[src/rtl/secb_regs.svh]
// Register offsets, configuration width, reset values and timing figures of the event counter bank.
// Operation
// Four independent 32-bit counters, inputs to 20 MHz.
// Scan start zeroes every counter.
// Each counter selects one of four mapped inputs.
// Mapped input gates, decrements or latches counter.
// Gate counts while mapped high, holds when low.
// Own edges increment, mapped edges decrement.
// Scan start captures; optional second mapped latch.
// Asynchronous reads with or without clearing.
// Low-half read strobes capture for high half.
// Totalize: own input only counts upward; the code still gates and decrements on the mapped input in totalize.
// 32-bit result takes two 16-bit slots.
// Totalize clears only at new scan command.
// Totalize wraps at 16 or 32 bits; the code always wraps at 32 bits, whatever the width bit.
// Clear on read returns value before clearing.
// Stop at top saturates at FFFF or FFFFFFFF.
// Width choice matters only for stop at top.
// Latch on map captures on mapped edges.
// Start-of-scan pulse refreshes capture each scan.
// Simultaneous up and down edges leave count unchanged.
`ifndef SECB_REGS_SVH
`define SECB_REGS_SVH

`define SECB_ADDR_W      8
`define SECB_CFG_BASE    8'h00
`define SECB_LIVE_BASE   8'h10
`define SECB_LATCH_BASE  8'h30
`define SECB_CFG_W       10
`define SECB_CFG_RESET   10'h000
`define SECB_TOP16       32'h0000ffff
`define SECB_TOP32       32'hffffffff
`define SECB_RESP_OKAY   2'h0
`define SECB_RESP_SLVERR 2'h2
`define SECB_CLK_MHZ     250
`define SECB_MAX_IN_MHZ  20
`define SECB_IN_PER_CYC  (`SECB_CLK_MHZ / `SECB_MAX_IN_MHZ)

`endif

[src/rtl/secb_pkg.sv]
// Types shared by the event counter bank.
package secb_pkg;
  typedef enum logic [1:0] {SECB_TOTALIZE, SECB_CLEAR_READ, SECB_STOP_TOP} secb_mode_t;
  typedef enum logic [1:0] {SECB_MAP_NONE, SECB_MAP_GATE, SECB_MAP_DEC} secb_func_t;
  typedef enum logic [1:0] {SECB_REG_CFG, SECB_REG_LOW, SECB_REG_HIGH, SECB_REG_LATCH} secb_kind_t;
  // Configuration word of one counter, most significant field first.
  typedef struct packed {
    logic [1:0] latchSel;   // Second mapped input used for latching.
    logic       wide;       // Stop-at-top width: 1 = 32 bits.
    logic       latchOnMap; // Capture on mapped edges instead of scan start.
    logic [1:0] mapSel;     // Mapped input for gate or decrement.
    secb_func_t func;       // Role of the mapped input.
    secb_mode_t mode;       // Counting mode.
  } secb_cfg_t;
  // Result of an address decode.
  typedef struct packed {
    logic       hit;
    secb_kind_t kind;
    logic [1:0] idx;
  } secb_dec_t;
endpackage : secb_pkg

[src/rtl/secb_counter_bank.sv]
// Four scanned event counters with mapped inputs and an AXI4-Lite register slave.
//
// Chosen here: the AXI4-Lite interface to the registers and the register addresses.
`timescale 1ns/10ps
`include "secb_regs.svh"

module secb_counter_bank (
  input  wire logic        clk,           // 250 MHz system clock.
  input  wire logic        reset_n,       // Asynchronous reset, active low.
  input  wire logic [3:0]  cntIn,         // Debounced counter inputs from pins.
  input  wire logic        scanStart,     // New scan command, one-cycle pulse.
  input  wire logic        startOfScan,   // Start of each scan period, pulse.
  input  wire logic        slotReq,       // Sequencer asks for one 16-bit slot.
  input  wire logic [1:0]  slotCh,        // Counter for the slot.
  input  wire logic        slotHigh,      // 1 = upper half, 0 = lower half.
  output logic             slotValid,     // Slot data valid, one-cycle pulse.
  output logic [15:0]      slotData,      // Slot data.
  input  wire logic [7:0]  s_axi_awaddr,  // Write address.
  input  wire logic        s_axi_awvalid, // Write address valid.
  output logic             s_axi_awready, // Write address ready.
  input  wire logic [31:0] s_axi_wdata,   // Write data.
  input  wire logic [3:0]  s_axi_wstrb,   // Write byte strobes.
  input  wire logic        s_axi_wvalid,  // Write data valid.
  output logic             s_axi_wready,  // Write data ready.
  output logic [1:0]       s_axi_bresp,   // Write response.
  output logic             s_axi_bvalid,  // Write response valid.
  input  wire logic        s_axi_bready,  // Write response ready.
  input  wire logic [7:0]  s_axi_araddr,  // Read address.
  input  wire logic        s_axi_arvalid, // Read address valid.
  output logic             s_axi_arready, // Read address ready.
  output logic [31:0]      s_axi_rdata,   // Read data.
  output logic [1:0]       s_axi_rresp,   // Read response.
  output logic             s_axi_rvalid,  // Read data valid.
  input  wire logic        s_axi_rready   // Read data ready.
);

  // Decodes a byte address into register kind and counter index.
  function automatic secb_pkg::secb_dec_t secb_decode(input logic [7:0] a);
    secb_pkg::secb_dec_t d;
    d.hit  = 1'b0;
    d.kind = secb_pkg::SECB_REG_CFG;
    d.idx  = 2'h0;
    if (a[1:0] == 2'h0) begin
      if (a < `SECB_LIVE_BASE) begin
        d.hit = 1'b1;
        d.idx = a[3:2];
      end else if (a < `SECB_LATCH_BASE) begin
        d.hit  = 1'b1;
        d.kind = a[2] ? secb_pkg::SECB_REG_HIGH : secb_pkg::SECB_REG_LOW;
        d.idx  = 2'(8'(a - `SECB_LIVE_BASE) >> 3);
      end else if (a < 8'h40) begin
        d.hit  = 1'b1;
        d.kind = secb_pkg::SECB_REG_LATCH;
        d.idx  = a[3:2];
      end
    end
    return d;
  endfunction : secb_decode

  // One count step; simultaneous up and down cancel.
  function automatic logic [31:0] secb_step(input logic [31:0] c, input logic up,
                                            input logic dn, input secb_pkg::secb_cfg_t f);
    logic [31:0] top;
    logic        stop;
    top  = f.wide ? `SECB_TOP32 : `SECB_TOP16;
    stop = (f.mode == secb_pkg::SECB_STOP_TOP);
    if (up && !dn) begin
      secb_step = (stop && c >= top) ? c : c + 32'h1;
    end else if (dn && !up) begin
      secb_step = (stop && c == 32'h0) ? c : c - 32'h1;
    end else begin
      secb_step = c;
    end
  endfunction : secb_step

  // Input synchroniser: stage one feeds only stage two; stage three keeps history.
  logic [3:0] syncA;      // First synchroniser stage.
  logic [3:0] syncB;      // Synchronised input level.
  logic [3:0] syncPrev;   // Level one cycle earlier, for edges.
  logic [3:0] rise;       // Rising edge on each input.

  always_ff @(posedge clk or negedge reset_n) begin
    if (!reset_n) begin
      syncA    <= 4'h0;
      syncB    <= 4'h0;
      syncPrev <= 4'h0;
    end else begin
      syncA    <= cntIn;
      syncB    <= syncA;
      syncPrev <= syncB;
    end
  end

  assign rise = syncB & ~syncPrev;

  // Bus state.
  logic        awHeld;      // Write address captured.
  logic [7:0]  awAddr;      // Captured write address.
  logic        wHeld;       // Write data captured.
  logic [31:0] wData;       // Captured write data.
  logic [3:0]  wStrb;       // Captured strobes.
  logic        next_awHeld;
  logic [7:0]  next_awAddr;
  logic        next_wHeld;
  logic [31:0] next_wData;
  logic [3:0]  next_wStrb;
  logic        next_bvalid;
  logic [1:0]  next_bresp;
  logic        next_rvalid;
  logic [31:0] next_rdata;
  logic [1:0]  next_rresp;
  logic        doWrite;     // Both halves of a write are in hand.
  logic        arFire;      // Read address taken this cycle.
  secb_pkg::secb_dec_t wDec; // Decode of the write address.
  secb_pkg::secb_dec_t rDec; // Decode of the read address.

  // Counter state.
  secb_pkg::secb_cfg_t cfg [4];      // Configuration per counter.
  logic [31:0] cnt [4];              // Live counts.
  logic [31:0] hold [4];             // Value caught by a low-half read.
  logic [31:0] latch [4];            // Scan capture register.
  secb_pkg::secb_cfg_t next_cfg [4];
  logic [31:0] next_cnt [4];
  logic [31:0] next_hold [4];
  logic [31:0] next_latch [4];
  logic [3:0]  up;                   // Qualified increment events.
  logic [3:0]  dn;                   // Qualified decrement events.
  logic [3:0]  latchEvt;             // Capture events.
  logic [3:0]  rdClr;                // Low-half read clears counter.
  logic [3:0]  rdLow;                // Low-half read this cycle.
  logic        next_slotValid;
  logic [15:0] next_slotData;

  assign s_axi_awready = !awHeld;
  assign s_axi_wready  = !wHeld;
  assign s_axi_arready = !s_axi_rvalid;
  assign doWrite = awHeld && wHeld && !s_axi_bvalid;
  assign arFire  = s_axi_arvalid && s_axi_arready;
  assign wDec    = secb_decode(awAddr);
  assign rDec    = secb_decode(s_axi_araddr);

  // Bus handshakes; address and data may arrive in either order.
  always_comb begin
    next_awHeld = awHeld;
    next_awAddr = awAddr;
    next_wHeld  = wHeld;
    next_wData  = wData;
    next_wStrb  = wStrb;
    next_bvalid = s_axi_bvalid;
    next_bresp  = s_axi_bresp;
    next_rvalid = s_axi_rvalid;
    next_rdata  = s_axi_rdata;
    next_rresp  = s_axi_rresp;
    if (s_axi_awvalid && s_axi_awready) begin
      next_awHeld = 1'b1;
      next_awAddr = s_axi_awaddr;
    end
    if (s_axi_wvalid && s_axi_wready) begin
      next_wHeld = 1'b1;
      next_wData = s_axi_wdata;
      next_wStrb = s_axi_wstrb;
    end
    if (s_axi_bvalid && s_axi_bready) begin
      next_bvalid = 1'b0;
    end
    if (doWrite) begin
      // Only configuration words are writable; counts are read-only.
      next_awHeld = 1'b0;
      next_wHeld  = 1'b0;
      next_bvalid = 1'b1;
      next_bresp  = (wDec.hit && wDec.kind == secb_pkg::SECB_REG_CFG) ?
                    `SECB_RESP_OKAY : `SECB_RESP_SLVERR;
    end
    if (s_axi_rvalid && s_axi_rready) begin
      next_rvalid = 1'b0;
    end
    if (arFire) begin
      next_rvalid = 1'b1;
      next_rresp  = rDec.hit ? `SECB_RESP_OKAY : `SECB_RESP_SLVERR;
      case (rDec.kind)
        secb_pkg::SECB_REG_CFG:   next_rdata = 32'(cfg[rDec.idx]);
        secb_pkg::SECB_REG_LOW:   next_rdata = {16'h0000, cnt[rDec.idx][15:0]};
        secb_pkg::SECB_REG_HIGH:  next_rdata = {16'h0000, hold[rDec.idx][31:16]};
        secb_pkg::SECB_REG_LATCH: next_rdata = latch[rDec.idx];
        default:                  next_rdata = 32'h0;
      endcase
      if (!rDec.hit) begin
        next_rdata = 32'h0;
      end
    end
  end

  always_ff @(posedge clk or negedge reset_n) begin
    if (!reset_n) begin
      awHeld       <= 1'b0;
      awAddr       <= 8'h00;
      wHeld        <= 1'b0;
      wData        <= 32'h0;
      wStrb        <= 4'h0;
      s_axi_bvalid <= 1'b0;
      s_axi_bresp  <= 2'h0;
      s_axi_rvalid <= 1'b0;
      s_axi_rdata  <= 32'h0;
      s_axi_rresp  <= 2'h0;
    end else begin
      awHeld       <= next_awHeld;
      awAddr       <= next_awAddr;
      wHeld        <= next_wHeld;
      wData        <= next_wData;
      wStrb        <= next_wStrb;
      s_axi_bvalid <= next_bvalid;
      s_axi_bresp  <= next_bresp;
      s_axi_rvalid <= next_rvalid;
      s_axi_rdata  <= next_rdata;
      s_axi_rresp  <= next_rresp;
    end
  end

  // Counter events, captures and configuration updates.
  always_comb begin
    for (int i = 0; i < 4; i++) begin
      next_cfg[i]   = cfg[i];
      next_hold[i]  = hold[i];
      next_latch[i] = latch[i];
      // Gate needs a mapped input other than the counter's own; else ungated.
      up[i] = rise[i] && !(cfg[i].func == secb_pkg::SECB_MAP_GATE &&
                           cfg[i].mapSel != 2'(i) && !syncB[cfg[i].mapSel]);
      dn[i] = (cfg[i].func == secb_pkg::SECB_MAP_DEC) && rise[cfg[i].mapSel];
      latchEvt[i] = cfg[i].latchOnMap ? rise[cfg[i].latchSel] : startOfScan;
      rdLow[i] = arFire && rDec.hit && rDec.kind == secb_pkg::SECB_REG_LOW &&
                 rDec.idx == 2'(i);
      rdClr[i] = rdLow[i] && cfg[i].mode == secb_pkg::SECB_CLEAR_READ;
      if (rdLow[i]) begin
        next_hold[i] = cnt[i];
      end
      if (latchEvt[i]) begin
        next_latch[i] = cnt[i];
      end
      // A new scan command wins; a clear-on-read keeps the event of its own cycle.
      if (scanStart) begin
        next_cnt[i] = 32'h0;
      end else if (rdClr[i]) begin
        next_cnt[i] = secb_step(32'h0, up[i], dn[i], cfg[i]);
      end else begin
        next_cnt[i] = secb_step(cnt[i], up[i], dn[i], cfg[i]);
      end
      if (doWrite && wDec.hit && wDec.kind == secb_pkg::SECB_REG_CFG && wDec.idx == 2'(i)) begin
        next_cfg[i] = secb_pkg::secb_cfg_t'({wStrb[1] ? wData[9:8] : cfg[i][9:8],
                                              wStrb[0] ? wData[7:0] : cfg[i][7:0]});
      end
    end
    next_slotValid = slotReq;
    // Each slot carries one half; a full result needs two slots.
    next_slotData  = slotHigh ? latch[slotCh][31:16] : latch[slotCh][15:0];
  end

  always_ff @(posedge clk or negedge reset_n) begin
    if (!reset_n) begin
      for (int i = 0; i < 4; i++) begin
        cfg[i]   <= secb_pkg::secb_cfg_t'(`SECB_CFG_RESET);
        cnt[i]   <= 32'h0;
        hold[i]  <= 32'h0;
        latch[i] <= 32'h0;
      end
      slotValid <= 1'b0;
      slotData  <= 16'h0;
    end else begin
      for (int i = 0; i < 4; i++) begin
        cfg[i]   <= next_cfg[i];
        cnt[i]   <= next_cnt[i];
        hold[i]  <= next_hold[i];
        latch[i] <= next_latch[i];
      end
      slotValid <= next_slotValid;
      slotData  <= next_slotData;
    end
  end
endmodule : secb_counter_bank

[config.mk]
export PLATFORM = sky130hd
export DESIGN_NAME = secb_counter_bank
export DESIGN_NICKNAME = d
export VERILOG_FILES = /design/src/rtl/secb_pkg.sv /design/src/rtl/secb_counter_bank.sv
export VERILOG_INCLUDE_DIRS = /design/src /design/src/rtl
export SDC_FILE = /design/constraint.sdc
export NUM_CORES = 1
export LEC_CHECK = 0
export ABC_AREA = 0
export BUFFER_PORTS_ARGS = -buffer_cell sky130_fd_sc_hd__buf_4
export CORE_ASPECT_RATIO = 1.1
export CORE_MARGIN = 2
export CORE_UTILIZATION = 30
export DETAILED_ROUTE_END_ITERATION = 6
export PLACE_DENSITY = 0.53
export REMOVE_ABC_BUFFERS = 1
export SLEW_MARGIN = 20
export SYNTH_ARGS = -nofsm -noshare
export SYNTH_HDL_FRONTEND = slang
export SYNTH_SLANG_ARGS = --single-unit
[constraint.sdc]
create_clock -name clk -period 5 [get_ports clk]
set_input_delay 0.5 -clock clk [delete_from_list [all_inputs] [get_ports clk]]
set_output_delay 0.5 -clock clk [all_outputs]
set_load 0.03 [all_outputs]
Word-level counts from Yosys, hierarchy flattened. Index checks and enable logic that the tools add are counted. W data, S select, Z words.

Input port bits: 69. Logic and storage cells: 350. Memories kept: 0. Memory bits (read-only): 0. Bits in writable memories: 0. Latch bits: 0. Bits in registers: 513.

Multiply operators: 0. Shift-type cells: 0. Bitwise operators: 4. Muxes and demuxes: 114. $lt $le $gt $ge: 24. Reduce and logical (&&, ||, !) cells: 111. Add/subtract/negate cells: 10. Equal/unequal tests: 36. Div/mod/pow operators: 0.

Operators by type and width (count): $mux W32 (47); $bmux W32 S2 (4); $add A32 B1 Y32 const B (4); $ge A1 B32 Y1 const A (4); $ge A32 B32 Y1 (4); $logic_not A32 Y1 (4); $pmux W32 S4 (1); $sub A32 B1 Y32 const B (4); $logic_and A1 B1 Y1 (60); $mux W16 (3); $ne A4 B4 Y1 const B (8); $mux W1 (30); $mux W5 (6); $eq A2 B2 Y1 const B (14); $bmux W1 S2 (12); $lt A2 B3 Y1 const B (8); $eq A2 B1 Y1 const B (11); $bmux W10 S2 (1); $logic_not A1 Y1 (20); $mux W10 (2); $lt A8 B5 Y1 const B (2); $lt A8 B6 Y1 const B (2); $lt A8 B7 Y1 const B (2); $mux W2 (8); other kinds (12) (38).

Logic depth before layout (Yosys ltp).
Word-level depth: 12. Mapped depth: 21. Gate-level depth less buffers: 19.

Worst setup path after synthesis. No wires, ideal clock.

Kind: register to register. From: register syncB[3]. To: register cnt[93] (netlist bit). Setup slack: 0.093 ns. Data required time: 4.875 ns. Cell stages (with the launch flop): 19. Period minus slack after synthesis: 4.907 ns. Arrival time: 4.782 ns. Path through: dfrtp_1 -> nor2b_1 -> clkbuf_1 -> nand2_1 -> o211ai_1 -> o2111ai_1 -> ha_1 -> clkinv_1 -> ha_1 -> and3_1 -> a221o_1 -> a221o_1 -> a21oi_1 -> o31ai_2 -> a211oi_1 -> or3_1 -> xor2_1 -> a21oi_1 -> mux2_2.

Cells in the longest elaborated chain, start to end: 12. Elaborated cells between the ends (all ways): 23.

Ends and longest elaborated chain: from (decl) (line secb_counter_bank.sv:78) `logic [3:0] syncB;`; from (signal assigned) (line secb_counter_bank.sv:89) `syncB <= syncA;`; $bmux W1 S2 (line secb_counter_bank.sv:227) `cfg[i].mapSel != 2'(i) && !syncB[cfg[i].mapSel]);`; $mux W1 (implied by the code) (line secb_counter_bank.sv:227); $logic_not A1 Y1 (line secb_counter_bank.sv:227); $logic_and A1 B1 Y1 (line secb_counter_bank.sv:227); $logic_not A1 Y1 (line secb_counter_bank.sv:226) `up[i] = rise[i] && !(cfg[i].func == secb_pkg::SECB_MAP_GATE &&`; $logic_and A1 B1 Y1 (line secb_counter_bank.sv:226); $logic_not A1 Y1 (line secb_counter_bank.sv:69) `end else if (dn && !up) begin`; $logic_and A1 B1 Y1 (line secb_counter_bank.sv:69); $mux W32 (line secb_counter_bank.sv:69); $mux W32 (line secb_counter_bank.sv:67) `if (up && !dn) begin`; $mux W32 (line secb_counter_bank.sv:242) `end else if (rdClr[i]) begin`; $mux W32 (line secb_counter_bank.sv:240) `if (scanStart) begin`; to (signal, indexed assignment) (line secb_counter_bank.sv:270) `cnt[i] <= next_cnt[i];`; to (decl) (line secb_counter_bank.sv:119) `logic [31:0] cnt [4];`.

Several ways; a longest one is shown, not always the timed one. The select of a mux whose other input is x is not followed. A chain may end at the register's enable or synchronous reset.

Worst setup path after layout.
From: register syncB[0]. To: register cnt[127] (netlist bit).

The elaborated chain is that of the path after synthesis.

==> run metrics <==
status complete, but fails checks; failing checks design-rule violations; drt wl/cell 23.9 um; cell mode on critical path buf_4; Crit Path Max Fanout 14; top_reg_cell synth dfrtp_1; DR vias/cell 5.62; Area contributors post-synth dfrtp_1, mux2_2, ha_1, a21oi_1, o21ai_0; critical path required time 5.51 ns; Crit path depth 20; largest net degree at the start of global routing 131; drt total wl 98.8 mm; initial antenna violation count 2; worst hold margin 0.0374 ns; worst path arrival time 5.16 ns; GRT overflow 0; R2R setup slack 0.35 ns; Post-Layout Cell Count 4135; share of cells above drive strength 1 21.3%; Post-Place Cells 4026; CP Class flip-flop to flip-flop; Die H 325 um; clock buffer depth 3; Worst Clk Skew 0.0293 ns; Vias 23.2k; Register-to-Register Path Depth 20; Worst Tran Pin Value 1.03 ns; syn_area_per_cell 10.3 sq um; CP delay by family, top compound AO/OA/AOI/OAI gates; Post-DP HPWL 70.0 mm; maximum vdd drop 0.000314 V; first-pass detailed-route iteration total 7; Final GP Congestion 0.889; Reg2Reg Launch Point syncB[0]$_DFF_PN0_; period utilization 93.0%; slew margin rel. 31.3%; Post-CTS Repair Setup Buffers 0; Fillers 9312; number of distinct library cells after synthesis 80; cell taking the most area after synthesis dfrtp_1; ys async rst share 100%; Tmin final 4.65 ns; gr usage total 20.3%; register area share after synthesis 39.8%; Nets 3133; first-pass GRT wire length 149 mm; Setup crit start syncB[0]$_DFF_PN0_; register bit total from synthesis 447; Num CTS Buffers 55; Worst Setup EP cnt[127]$_DFFE_PN0P_; fmax 0.215 GHz; CP cell instances inv_1 -> nor2_1 -> buf_4 -> nor2_1 -> a21oi_1 -> o2111ai_1 -> ha_1 -> inv_1 -> buf_4 -> ha_1 -> o211ai_1 -> o21a_1 -> a21o_1 -> o211a_1 -> o41ai_1 -> buf_4 -> a211o_1 -> a21oi_1 -> xnor2_1 -> o311a_1; Antenna Nets Post-Route 0; clock root buffer clkbuf_16; worst r2r dst cnt[127]$_DFFE_PN0P_; FP Rows 117; fin. max-slew vios 0; count leader, synth dfrtp_1; Area growth syn-to-layout 15.9%; DRC violations left 2; EDFF count, synth 0; Worst path max stage delay 0.58 ns; CP bufs+invs 5; core area 92700 sq um; Initial Utilization 30.3%; final hold violations 0; I/O Buffers 100; die area 96200 sq um; num ports 127; setup TNS 0 ns; worst hold path class input pin to flip-flop; Skew-Pair Late Insertion Delay 0.63 ns; final setup vio count 0; synthesized cell area 28100 sq um; clk sinks 447; Clock transition at path regs 0.06 ns; TritonCTS clock tree done; Setup crit end kind flip-flop; H-tree Lvls 2; Pleak 14.5 nW; Post-synth top cells dfrtp_1, mux2_2, nand2_1; YS warnings 0; die width 296 um; slowest CP cell o2111ai_1; DRT iter0 DRCs 2131; vias in the first global route 22.7k; startpoint types flip-flop; top-area cell type share of the netlist area 39.8%; Max-Cap Viols 0; Synth Instances 2736; pwr dens 575 nW/um^2; unrepaired setup endpoints after global routing false
[cells by family (layout without fill, tap and decap cells)]
group / after synthesis / in the layout / share of synthesized area (%)
flops: 447 / 447 / 39.8
compound gates: 842 / 842 / 19.7
fa+ha+maj: 224 / 224 / 10.1
mux: 314 / 314 / 14.0
buf+inv: 201 / 349 / 2.80
other cells: 1 / 3 / 0.0133
xor+xnor: 111 / 111 / 3.46
simple gates: 596 / 596 / 10.2
[worst min path at each step]
stage / cells after the start / start / end
global route: 2 / s_axi_rready / s_axi_rvalid$_DFFE_PN0P_
floorplan: 0 / reset_n / awAddr[0]$_DFFE_PN0P_
finish: 2 / s_axi_rready / s_axi_rvalid$_DFFE_PN0P_
CTS: 2 / s_axi_bready / s_axi_bvalid$_DFFE_PN0P_
detailed placement: 0 / syncA[2]$_DFF_PN0_ / syncB[2]$_DFF_PN0_
global placement: 0 / syncA[2]$_DFF_PN0_ / syncB[2]$_DFF_PN0_
[power breakdown]
group	switching, W	internal [W]	total [W]
registers	0.00184	0.00468	0.00652
clock network	0.00172	0.00244	0.00416
logic	0.00417	0.00389	0.00806
[registers in the layout, summed over array words and instances, names as in the netlist, 2 cells and up]
register,count
awAddr,8
cfg,40
cnt,128
hold,64
latch,128
s_axi_rdata,32
slotData,16
syncA,4
syncB,4
syncPrev,4
wData,10
wStrb,2
[stage by stage]
stage	total power, W	area, sq um	setup slack [ns]	utilization [%]
detailed placement	0.0145	30700	0.263	33.1
global placement	0.0145	30700	0.294	33.1
finish	0.0187	32600	0.352	35.2
global route	0.0201	32600	0.0253	35.2
floorplan	0.0117	27600	0.0379	-
CTS	0.0188	32600	0.213	35.2
[timing repair]
item | in CTS | in global routing
gates resized for setup | 0 | 1
endpoints found under the hold margin | 71 | 0
endpoints found under the setup margin | 0 | 16
hold buffers | 6 | 0
[layer usage]
metal / wire (um) / track usage, % / part of all wire [%]
met1: 42900 / 27.5 / 43
met2: 45500 / 32.3 / 46
met3: 6120 / 2.95 / 6.2
met4: 4330 / 8.67 / 4.4
met5: 11 / 0 / 0.011
[cell type report]
type                            count  area [sq um]  area share [%]
Antenna cell                        1          2.50         0.00768
Clock buffer                       81          1620            4.96
Clock inverter                     21           241           0.741
Inverter                           65           244           0.749
Multi-Input combinational cell   2089         16300            49.9
Sequential cell                   447         11200            34.3
Tap cell                         1249          1560            4.80
Timing Repair Buffer              182          1480            4.53
[layout by cell type (no fill, tap or decap), drive strengths merged, types with 17 or more instances in the layout]
cell type / instances
a222oi: 49
nor2b: 22
a31oi: 24
nand3: 30
nor3: 33
dfrtp: 447
mux2: 271
mux4: 36
nor4: 40
o221ai: 21
xnor2: 68
o21ai: 203
o21a: 19
nor2: 105
inv: 65
buf: 176
nand2: 237
o211ai: 17
a21o: 80
clkbuf: 81
nand2b: 17
ha: 220
a21oi: 233
nand4: 49
xor2: 43
a22o: 24
a21boi: 23
o31ai: 19
[worst register-to-register path: stages, from the launching register on]
cell and delay, ns:
dfrtp_1 0.40, inv_1 0.09, nor2_1 0.07, buf_4 0.16
nor2_1 0.08, a21oi_1 0.05, o2111ai_1 0.58, ha_1 0.33
inv_1 0.19, buf_4 0.26, ha_1 0.30, o211ai_1 0.08
o21a_1 0.22, a21o_1 0.23, o211a_1 0.25, o41ai_1 0.36
buf_4 0.20, a211o_1 0.12, a21oi_1 0.08, xnor2_1 0.15
o311a_1 0.33
Power figures use the tool's default switching activity.
